[config.mk]
export PLATFORM = sky130hd
export DESIGN_NAME = flcs_host
export DESIGN_NICKNAME = d
export VERILOG_FILES = /design/src/rtl/flcs_bus_cycle.v /design/src/rtl/flcs_host.v
export VERILOG_INCLUDE_DIRS = /design/src /design/src/inc
export SDC_FILE = /design/constraint.sdc
export NUM_CORES = 1
export LEC_CHECK = 0
export BUFFER_PORTS_ARGS = -buffer_cell sky130_fd_sc_hd__buf_2
export CORE_MARGIN = 5
export CORE_UTILIZATION = 35
export CTS_CLUSTER_DIAMETER = 30
export DETAILED_ROUTE_END_ITERATION = 7
export SLEW_MARGIN = 40
export SYNTH_ARGS = -nofsm -noshare
export SYNTH_HDL_FRONTEND = slang
export SYNTH_SLANG_ARGS = --single-unit
[constraint.sdc]
create_clock -name ref_clk -period 8.9 [get_ports ref_clk]
set_input_delay 0.445 -clock ref_clk [delete_from_list [all_inputs] [get_ports ref_clk]]
set_output_delay 0.445 -clock ref_clk [all_outputs]
set_load 0.02 [all_outputs]
[src/inc/flcs_map.vh]
// register map, command codes and timing (clock rate and pin phase times) of the flash command controller
`ifndef FLCS_MAP_VH
`define FLCS_MAP_VH
// register offsets (byte addresses)
`define FLCS_REG_CMD 8'h00
`define FLCS_REG_ADDR 8'h04
`define FLCS_REG_WDATA 8'h08
`define FLCS_REG_STAT 8'h0c
`define FLCS_REG_RDATA 8'h10
`define FLCS_REG_ID 8'h14
`define FLCS_REG_CFG 8'h18
// order codes written to the command register
`define FLCS_OP_READ_ARRAY 4'h0
`define FLCS_OP_READ_ID 4'h1
`define FLCS_OP_READ_STATUS 4'h2
`define FLCS_OP_CLEAR_STATUS 4'h3
`define FLCS_OP_PROGRAM 4'h4
`define FLCS_OP_ERASE 4'h5
`define FLCS_OP_SUSPEND 4'h6
`define FLCS_OP_RESUME 4'h7
`define FLCS_OP_READ_DATA 4'h8
`define FLCS_OP_POLL 4'h9
`define FLCS_OP_RESET 4'ha
// device command codes
`define FLCS_DEV_READ_ARRAY 8'hff
`define FLCS_DEV_IDENT 8'h90
`define FLCS_DEV_READ_STATUS 8'h70
`define FLCS_DEV_CLEAR_STATUS 8'h50
`define FLCS_DEV_PROG_SETUP 8'h40
`define FLCS_DEV_ERASE_SETUP 8'h20
`define FLCS_DEV_CONFIRM 8'hd0
`define FLCS_DEV_SUSPEND 8'hb0
// status register fields
`define FLCS_SR_READY 7
`define FLCS_SR_SUSP 6
`define FLCS_SR_ERASE_ERR 5
`define FLCS_SR_PROG_ERR 4
`define FLCS_SR_SUPPLY_LOW 3
`define FLCS_SR_MASK 8'hf8
// status register of the controller
`define FLCS_ST_BUSY 8
`define FLCS_ST_REFUSED 9
`define FLCS_ST_ERASING 10
`define FLCS_ST_SUSPENDED 11
`define FLCS_ST_SEQ_ERR 12
// timing: clock rate and pin phase times
`define FLCS_CLK_MHZ 50
`define FLCS_T_SETUP_NS 40
`define FLCS_T_STROBE_NS 100
`define FLCS_T_HOLD_NS 40
`define FLCS_T_RP_NS 1000
`endif

[src/rtl/flcs_bus_cycle.v]
// one strobed read or write cycle on the flash pins
`timescale 1ns/10ps
`default_nettype none
`include "flcs_map.vh"
module flcs_bus_cycle #(
   parameter AW = 18,
   parameter DW = 16
) (
   input wire ref_clk,
   input wire reset,
   input wire start,
   input wire wr,
   input wire [AW-1:0] addr_in,
   input wire [DW-1:0] wdata,
   output reg done_q,
   output reg [DW-1:0] rdata_q,
   output reg ce_n_q,
   output reg oe_n_q,
   output reg we_n_q,
   output reg [AW-1:0] addr_q,
   output reg [DW-1:0] dq_o_q,
   output reg dq_oe_q,
   input wire [DW-1:0] dq_i
);
   // least times round up to whole cycles
   localparam integer SETUP_CYC = (`FLCS_T_SETUP_NS * `FLCS_CLK_MHZ + 999) / 1000;
   localparam integer STROBE_CYC = (`FLCS_T_STROBE_NS * `FLCS_CLK_MHZ + 999) / 1000;
   localparam integer HOLD_CYC = (`FLCS_T_HOLD_NS * `FLCS_CLK_MHZ + 999) / 1000;
   localparam [3:0] S_IDLE = 4'h1;
   localparam [3:0] S_SETUP = 4'h2;
   localparam [3:0] S_STROBE = 4'h4;
   localparam [3:0] S_HOLD = 4'h8;
   reg [3:0] state_q; // phase of the cycle
   reg [7:0] cnt_q; // cycles left in the phase
   reg wr_q; // direction of the running cycle

   // chip select falls first so the strobe edge is always the last falling edge
   always @(posedge ref_clk or posedge reset) begin
      if (reset) begin
         state_q <= S_IDLE;
         cnt_q <= 8'h00;
         wr_q <= 1'b0;
         done_q <= 1'b0;
         rdata_q <= {DW{1'b0}};
         ce_n_q <= 1'b1;
         oe_n_q <= 1'b1;
         we_n_q <= 1'b1;
         addr_q <= {AW{1'b0}};
         dq_o_q <= {DW{1'b0}};
         dq_oe_q <= 1'b0;
      end else begin
         done_q <= 1'b0;
         case (state_q)
            S_IDLE: begin
               if (start) begin
                  state_q <= S_SETUP;
                  cnt_q <= SETUP_CYC[7:0];
                  wr_q <= wr;
                  ce_n_q <= 1'b0;
                  addr_q <= addr_in;
                  dq_o_q <= wdata;
                  dq_oe_q <= wr; // drive only on writes
               end
            end
            S_SETUP: begin
               if (cnt_q == 8'h01) begin
                  state_q <= S_STROBE;
                  cnt_q <= STROBE_CYC[7:0];
                  we_n_q <= ~wr_q;
                  oe_n_q <= wr_q; // status is captured by the device on this edge
               end else begin
                  cnt_q <= cnt_q - 8'h01;
               end
            end
            S_STROBE: begin
               if (cnt_q == 8'h01) begin
                  state_q <= S_HOLD;
                  cnt_q <= HOLD_CYC[7:0];
                  we_n_q <= 1'b1;
                  oe_n_q <= 1'b1; // strobe rises so every poll toggles it
                  if (!wr_q)
                     rdata_q <= dq_i;
               end else begin
                  cnt_q <= cnt_q - 8'h01;
               end
            end
            S_HOLD: begin
               if (cnt_q == 8'h01) begin
                  state_q <= S_IDLE;
                  ce_n_q <= 1'b1;
                  dq_oe_q <= 1'b0;
                  done_q <= 1'b1;
               end else begin
                  cnt_q <= cnt_q - 8'h01;
               end
            end
            default: begin
               state_q <= S_IDLE;
            end
         endcase
      end
   end
endmodule // flcs_bus_cycle
`default_nettype wire

[src/rtl/flcs_host.v]
// host controller that drives the flash command decoder through its pins
`timescale 1ns/10ps
`default_nettype none
`include "flcs_map.vh"
module flcs_host #(
   parameter AW = 18,
   parameter DW = 16,
   parameter RP_CYC = (`FLCS_T_RP_NS * `FLCS_CLK_MHZ + 999) / 1000
) (
   input wire ref_clk,
   input wire reset,
   input wire [7:0] reg_addr,
   input wire [31:0] reg_wdata,
   input wire reg_wr,
   input wire reg_rd,
   output reg [31:0] reg_rdata_q,
   output wire flash_ce_n,
   output wire flash_oe_n,
   output wire flash_we_n,
   output reg flash_rp_n_q,
   output reg flash_byte_n_q,
   output wire [AW-1:0] flash_addr,
   output wire [DW-1:0] flash_dq_o,
   output wire flash_dq_oe,
   input wire [DW-1:0] flash_dq_i
);
   localparam [4:0] M_IDLE = 5'h01;
   localparam [4:0] M_ISSUE = 5'h02;
   localparam [4:0] M_WAIT = 5'h04;
   localparam [4:0] M_RESET = 5'h08;
   localparam [4:0] M_NEXT = 5'h10;
   localparam [1:0] A_END = 2'h0;
   localparam [1:0] A_WRITE = 2'h1;
   localparam [1:0] A_READ = 2'h2;
   localparam [1:0] A_POLL = 2'h3;

   reg [4:0] mode_q; // sequencer state
   reg [3:0] op_q; // order being run
   reg [1:0] step_q; // bus cycle index within the order
   reg [1:0] act_q; // kind of the cycle in flight
   reg [AW-1:0] addr_q; // target address from software
   reg [DW-1:0] wdata_q; // program word from software
   reg [DW-1:0] rdata_q; // last array word read
   reg [DW-1:0] id_mfr_q; // identifier value at address 0
   reg [DW-1:0] id_dev_q; // identifier value at address 1
   reg [7:0] status_q; // last status byte, reserved bits masked
   reg refused_q; // last order was refused
   reg erasing_q; // erase launched and not yet seen finished
   reg suspended_q; // erase suspend confirmed by the device
   reg prog_armed_q; // device left in program setup
   reg [15:0] rp_cnt_q; // reset pulse length counter
   reg [1:0] act; // kind of cycle for the current step
   reg [DW-1:0] act_data; // data for the current step
   reg [AW-1:0] act_addr; // address for the current step
   wire cyc_done; // bus cycle finished
   wire [DW-1:0] cyc_rdata; // data sampled by the bus cycle
   wire cyc_start; // launch a bus cycle
   wire busy; // order in progress
   wire [7:0] sr_now; // freshly read status, reserved bits dropped

   assign busy = (mode_q != M_IDLE);
   assign cyc_start = (mode_q == M_ISSUE) && (act != A_END);
   assign sr_now = cyc_rdata[7:0] & `FLCS_SR_MASK; // upper byte ignored

   // command word table: which cycle each step of an order performs
   always @* begin
      act = A_END;
      act_data = {DW{1'b0}};
      act_addr = {AW{1'b0}};
      case (op_q)
         `FLCS_OP_READ_ARRAY: begin
            act_data = {{(DW-8){1'b0}}, `FLCS_DEV_READ_ARRAY};
            if (step_q == 2'h0 || (step_q == 2'h1 && prog_armed_q))
               act = A_WRITE; // second FFH only out of program setup
         end
         `FLCS_OP_READ_ID: begin
            act_data = {{(DW-8){1'b0}}, `FLCS_DEV_IDENT};
            act_addr = {{(AW-1){1'b0}}, step_q == 2'h2}; // only A0 matters
            if (step_q == 2'h0)
               act = A_WRITE;
            else if (step_q != 2'h3)
               act = A_READ;
         end
         `FLCS_OP_READ_STATUS: begin
            act_data = {{(DW-8){1'b0}}, `FLCS_DEV_READ_STATUS};
            act = (step_q == 2'h0) ? A_WRITE : (step_q == 2'h1) ? A_READ : A_END;
         end
         `FLCS_OP_CLEAR_STATUS: begin
            act_data = {{(DW-8){1'b0}}, `FLCS_DEV_CLEAR_STATUS};
            act = (step_q == 2'h0) ? A_WRITE : A_END;
         end
         `FLCS_OP_PROGRAM: begin
            act_addr = addr_q;
            act_data = (step_q == 2'h0) ? {{(DW-8){1'b0}}, `FLCS_DEV_PROG_SETUP} : wdata_q;
            act = (step_q == 2'h2) ? A_POLL : (step_q == 2'h3) ? A_END : A_WRITE;
         end
         `FLCS_OP_ERASE: begin
            act_addr = addr_q;
            act_data = (step_q == 2'h0) ? {{(DW-8){1'b0}}, `FLCS_DEV_ERASE_SETUP} :
                                          {{(DW-8){1'b0}}, `FLCS_DEV_CONFIRM};
            act = (step_q < 2'h2) ? A_WRITE : A_END;
         end
         `FLCS_OP_SUSPEND: begin
            act_data = {{(DW-8){1'b0}}, `FLCS_DEV_SUSPEND};
            act = (step_q == 2'h0) ? A_WRITE : (step_q == 2'h1) ? A_POLL : A_END;
         end
         `FLCS_OP_RESUME: begin
            act_data = {{(DW-8){1'b0}}, `FLCS_DEV_CONFIRM};
            act = (step_q == 2'h0) ? A_WRITE : A_END;
         end
         `FLCS_OP_READ_DATA: begin
            act_addr = addr_q; // device must be in array mode first
            act = (step_q == 2'h0) ? A_READ : A_END;
         end
         `FLCS_OP_POLL: begin
            act = (step_q == 2'h0) ? A_POLL : A_END; // device shows status after launch
         end
         default: begin
            act = A_END;
         end
      endcase
   end

   // register port and order sequencer
   always @(posedge ref_clk or posedge reset) begin
      if (reset) begin
         mode_q <= M_IDLE;
         op_q <= 4'h0;
         step_q <= 2'h0;
         act_q <= A_END;
         addr_q <= {AW{1'b0}};
         wdata_q <= {DW{1'b0}};
         rdata_q <= {DW{1'b0}};
         id_mfr_q <= {DW{1'b0}};
         id_dev_q <= {DW{1'b0}};
         status_q <= 8'h00;
         refused_q <= 1'b0;
         erasing_q <= 1'b0;
         suspended_q <= 1'b0;
         prog_armed_q <= 1'b0;
         rp_cnt_q <= 16'h0000;
         flash_rp_n_q <= 1'b1;
         flash_byte_n_q <= 1'b1;
         reg_rdata_q <= 32'h0000_0000;
      end else begin
         // read data stand one cycle after the strobe, zero otherwise
         reg_rdata_q <= 32'h0000_0000;
         if (reg_rd) begin
            case (reg_addr)
               `FLCS_REG_ADDR: reg_rdata_q <= {{(32-AW){1'b0}}, addr_q};
               `FLCS_REG_WDATA: reg_rdata_q <= {{(32-DW){1'b0}}, wdata_q};
               `FLCS_REG_STAT: reg_rdata_q <= {19'h00000,
                  status_q[`FLCS_SR_PROG_ERR] & status_q[`FLCS_SR_ERASE_ERR],
                  suspended_q, erasing_q, refused_q, busy, status_q};
               `FLCS_REG_RDATA: reg_rdata_q <= {{(32-DW){1'b0}}, rdata_q};
               `FLCS_REG_ID: reg_rdata_q <= {id_dev_q[15:0], id_mfr_q[15:0]};
               `FLCS_REG_CFG: reg_rdata_q <= {31'h0000_0000, ~flash_byte_n_q};
               default: reg_rdata_q <= 32'h0000_0000;
            endcase
         end
         if (reg_wr && reg_addr == `FLCS_REG_ADDR)
            addr_q <= reg_wdata[AW-1:0];
         if (reg_wr && reg_addr == `FLCS_REG_WDATA)
            wdata_q <= reg_wdata[DW-1:0];
         if (reg_wr && reg_addr == `FLCS_REG_CFG && !busy)
            flash_byte_n_q <= ~reg_wdata[0];
         case (mode_q)
            M_IDLE: begin
               // orders arriving while busy are dropped; software polls busy first
               if (reg_wr && reg_addr == `FLCS_REG_CMD) begin
                  op_q <= reg_wdata[3:0];
                  step_q <= 2'h0;
                  refused_q <= 1'b0;
                  if (reg_wdata[3:0] == `FLCS_OP_ERASE &&
                      (status_q[`FLCS_SR_SUPPLY_LOW] || erasing_q))
                     refused_q <= 1'b1; // low supply must be cleared first
                  else if (reg_wdata[3:0] == `FLCS_OP_SUSPEND && (!erasing_q || suspended_q))
                     refused_q <= 1'b1; // suspend only has meaning mid-erase
                  else if (reg_wdata[3:0] == `FLCS_OP_RESUME && !suspended_q)
                     refused_q <= 1'b1; // resume without suspend does nothing
                  else if (suspended_q && reg_wdata[3:0] != `FLCS_OP_READ_ARRAY &&
                           reg_wdata[3:0] != `FLCS_OP_READ_STATUS &&
                           reg_wdata[3:0] != `FLCS_OP_READ_DATA &&
                           reg_wdata[3:0] != `FLCS_OP_RESUME &&
                           reg_wdata[3:0] != `FLCS_OP_RESET)
                     refused_q <= 1'b1; // suspended device takes few commands
                  else if (erasing_q && !suspended_q && reg_wdata[3:0] != `FLCS_OP_READ_STATUS &&
                           reg_wdata[3:0] != `FLCS_OP_POLL && reg_wdata[3:0] != `FLCS_OP_SUSPEND &&
                           reg_wdata[3:0] != `FLCS_OP_RESET)
                     refused_q <= 1'b1; // running erase takes status, poll, suspend and reset only
                  else if (reg_wdata[3:0] == `FLCS_OP_RESET) begin
                     mode_q <= M_RESET;
                     rp_cnt_q <= RP_CYC[15:0];
                     flash_rp_n_q <= 1'b0; // pin stops the machine at once
                  end else
                     mode_q <= M_ISSUE;
               end
            end
            M_ISSUE: begin
               act_q <= act;
               if (act == A_END)
                  mode_q <= M_IDLE;
               else
                  mode_q <= M_WAIT;
            end
            M_WAIT: begin
               if (cyc_done) begin
                  mode_q <= M_NEXT;
                  if (act_q == A_WRITE) begin
                     // remember whether the last write left program setup armed
                     prog_armed_q <= (op_q == `FLCS_OP_PROGRAM) && (step_q == 2'h0);
                     if (op_q == `FLCS_OP_ERASE && step_q == 2'h1)
                        erasing_q <= 1'b1;
                     if (op_q == `FLCS_OP_RESUME)
                        suspended_q <= 1'b0; // device drops ready and suspend bits
                  end else if (op_q == `FLCS_OP_READ_ID) begin
                     if (step_q == 2'h1)
                        id_mfr_q <= cyc_rdata;
                     else
                        id_dev_q <= cyc_rdata;
                  end else if (op_q == `FLCS_OP_READ_DATA) begin
                     rdata_q <= cyc_rdata;
                  end else begin
                     status_q <= sr_now;
                     if (sr_now[`FLCS_SR_READY]) begin
                        // suspend and erase flags are taken only once ready is seen
                        suspended_q <= sr_now[`FLCS_SR_SUSP];
                        if (!sr_now[`FLCS_SR_SUSP])
                           erasing_q <= 1'b0;
                     end else if (act_q == A_POLL)
                        mode_q <= M_ISSUE; // busy: poll again with a fresh strobe
                  end
               end
            end
            M_NEXT: begin
               step_q <= step_q + 2'h1;
               mode_q <= M_ISSUE;
            end
            M_RESET: begin
               if (rp_cnt_q == 16'h0001) begin
                  flash_rp_n_q <= 1'b1;
                  mode_q <= M_IDLE;
                  erasing_q <= 1'b0;
                  suspended_q <= 1'b0;
                  prog_armed_q <= 1'b0;
               end else
                  rp_cnt_q <= rp_cnt_q - 16'h0001;
            end
            default: begin
               mode_q <= M_IDLE;
            end
         endcase
      end
   end

   // pin cycle engine, shared by every step
   flcs_bus_cycle #(
      .AW(AW),
      .DW(DW)
   ) flcs_bus_cycle_inst (
      .ref_clk(ref_clk),
      .reset(reset),
      .start(cyc_start),
      .wr(act == A_WRITE),
      .addr_in(act_addr),
      .wdata(act_data),
      .done_q(cyc_done),
      .rdata_q(cyc_rdata),
      .ce_n_q(flash_ce_n),
      .oe_n_q(flash_oe_n),
      .we_n_q(flash_we_n),
      .addr_q(flash_addr),
      .dq_o_q(flash_dq_o),
      .dq_oe_q(flash_dq_oe),
      .dq_i(flash_dq_i)
   );
endmodule // flcs_host
`default_nettype wire

==> results by group <==
Outcome
  • Status: completed

Global routing
  • Global-route wire length before repair: 40,200 um
  • Vias in the first global route: 7,281
  • Total GRT Usage: 16.0%
  • Initial antenna violation count: 4
  • Largest net degree at the start of global routing: 93
  • GRT Residual Overflow: 0

Timing
  • WHS: 17.4 ps
  • Final setup skew: 18.3 ps
  • Max Fclk: 332 MHz
  • Crit share post-route: 33.9%
  • Worst-margin pin slew: 848 ps
  • Endpoints failing setup: 0
  • Slew margin rel.: 43.3%
  • Slew Limit Fails: 0
  • Setup slack after layout: 5880 ps
  • Fin. Hold Viols: 0
  • Min cycle time layout: 3020 ps
  • Setup TNS: 0 ps
  • RSZ-0062 raised after global routing: false

Clock tree
  • Hold_buf cts: 0
  • Htree depth: 2
  • CTS clock-pin slew for the worst setup and hold paths: 50 ps
  • CTS root buffer: clkbuf_16
  • CTS Buf Count: 49
  • Post-cts resize count: 0
  • Worst-Skew Late Latency: 540 ps
  • CTS tree: yes
  • Max Buffers Root-to-Sink: 3
  • Postcts setup bufs: 0
  • # clock sinks: 222

Synth
  • Main synth FF type: dfrtp_1
  • Leading area contributor after synthesis: dfrtp_1
  • Synthesized area per cell: 11.4 um^2
  • Fraction of registers with async set/reset: 100%
  • Post-synth top area share: 54.3%
  • Post-synthesis cell area: 9900 um^2
  • Post-synth EDFFs: 0
  • Syn. warnings: 0
  • #FFs+latches synth: 222
  • Synthesized instance count: 870
  • Count of cell types in the netlist: 73
  • Top cells by count, synth: dfrtp_1, mux2_2, nand2_1
  • Synth area leaders: dfrtp_1, mux2_2, nand2_1
  • Register area share after synthesis: 56.2%
  • Most frequent cell after synthesis: dfrtp_1
  • Mapped Nets: 938

Pwr
  • Gate power share: 2.7%
  • Switching power: 0.000622 W
  • Worst vdd ir: 0.134 mV
  • Pwr dens: 227 nW/um^2
  • Internal: 0.00222 W
  • Sequential share of power: 36.7%
  • Switching share of total power: 21.8%
  • Clk pwr share: 60.6%
  • P_leak: 5.94 nW

Placement
  • Pre-CTS WS: 5690 ps
  • GPL Wtd Cong: 0.823
  • DPL Wire Length: 17,000 um
  • Number of buffers added on ports: 117
  • Cells after DPL: 1,329

Worst setup path
  • Maximum fanout along the worst path: 23
  • Worst Setup Path Type: reg2reg
  • Setup crit end kind: register
  • R2R Setup Slk: 5880 ps
  • CP Data Arrival Time: 3430 ps
  • R2r worst-path depth: 6
  • Critical Path RT: 9310 ps
  • Crit start category: register

Cells and area
  • FILL cells: 2,605
  • Fraction of layout cells with a size suffix above 1: 33.5%
  • Finished Core Util: 45.0%
  • Area of the multi-input gates: 4140 um^2
  • Net count, final: 1,071
  • Register area: 5560 um^2
  • Syn-to-layout area delta: 26.5%
  • Post-route insts no fill: 1,419

Detailed routing
  • Pre-Repair DR Iteration Count: 6
  • Vias per cell: 5.16
  • WL final: 25,400 um
  • Initial drt markers: 575
  • WL/cell: 17.9 um
  • Remaining antenna violation count: 0
  • # DRC: 0
  • Vias: 7,328

Die
  • Die area: 31,800 um^2
  • Die X: 178 um
  • IO Count: 132
  • Die Ht: 178 um
  • Cell Rows: 61
  • Core area: 27,900 um^2
  • Initial Util: 35.6%

Job
  • Max-cap violations: 0

Hold path
  • Min-Delay Path Class: in2async
-- logic make-up (layout without fill, tap and decap cells) --
logic type	after synthesis	count (layout)	share of synthesized area, %
and+or+nand+nor	274	274	14.6
DFF	222	222	56.2
AOI/OAI and AO/OA	183	183	11.6
muxes	110	110	12.9
buffers and inverters	60	230	2.53
xor gates and xnor gates	13	13	1.15
adders and majority gates	8	8	1.01
other	0	1	0
-- worst max-delay path, stage by stage (launching register included) --
cell,delay [ps]
dfstp_2,560
nor4b_1,400
nor2b_1,350
and3_1,740
o21ai_1,260
o31a_1,280
or3_1,300
-- path summary, 6_finish.rpt --
path,startpoint,endpoint
max,mode_q[0],rp_cnt_q[5]
min,reset,reg_rdata_q[26]
max reg2reg,mode_q[0],rp_cnt_q[5]
min reg2reg,flcs_bus_cycle_inst.addr_q[14],flcs_bus_cycle_inst.addr_q[14]
max in group asynchronous,reset,rp_cnt_q[11]
min in group ref_clk,flash_dq_i[8],flcs_bus_cycle_inst.rdata_q[8]
-- stage by stage --
stage	power (W)	area [um^2]
6_report	0.00285	12500
3_5_place_dp	0.00114	10900
2_1_floorplan	0.00110	9900
4_1_cts	0.00288	12500
3_3_place_gp	0.00114	10900
5_1_grt	0.00295	12500
-- flip-flops by register name, indices dropped and copies added, names as in the netlist, 16 cells and up --
| name | count |
|---|---|
| id_dev_q | 16 |
| rp_cnt_q | 16 |
| wdata_q | 16 |
| id_mfr_q | 16 |
| flcs_bus_cycle_inst.rdata_q | 16 |
| rdata_q | 16 |
| reg_rdata_q | 32 |
| addr_q | 18 |
| flcs_bus_cycle_inst.addr_q | 18 |
| flcs_bus_cycle_inst.dq_o_q | 16 |
-- power groups by stage --
stage | registers [W] | clock network [W] | logic (W)
final | 0.00105 | 0.00172 | 0.0000769
after global routing | 0.00105 | 0.00182 | 0.0000881
after CTS | 0.00105 | 0.00176 | 0.0000789
after detailed placement | 0.00106 | 0 | 0.0000785
after global placement | 0.00106 | 0 | 0.0000767
after floorplan | 0.00105 | 0 | 0.0000496
-- cell type report --
class	count	share of cell area [%]
Inverter	17	0.569
Tap cell	378	3.77
Sequential cell	222	44.4
Antenna cell	1	0.0200
Clock buffer	66	11.1
Timing Repair Buffer	125	5.24
Clock inverter	22	1.83
Multi-Input combinational cell	588	33.1
-- cell usage in the layout, fill, tap and decap left out, types with 8 or more instances in the layout --
cell and count:
dfrtp_1 215, buf_2 117, mux2_2 95, nand2_1 94, o21ai_0 55, nor2_1 50
clkbuf_16 49, a21oi_1 35, a22oi_1 34, and3_1 17, nor3_1 17, inv_1 16
o31ai_1 15, nand3_1 14, xor2_1 12, nor2b_1 11, nand2b_1 10, mux2_4 10
a31oi_1 10, clkinv_2 10, clkbuf_8 10, nor4_1 9, ha_1 8
-- layer usage --
layer  vias up  track usage [%]  routed length (um)
met3        57             3.71                1750
met5         -                0                  39
met4         6             5.37                 663
li1       3424                -                   -
met2       224             26.2               11900
met1      3617             21.1               11100
No activity file was read; power rests on OpenSTA's default activity.
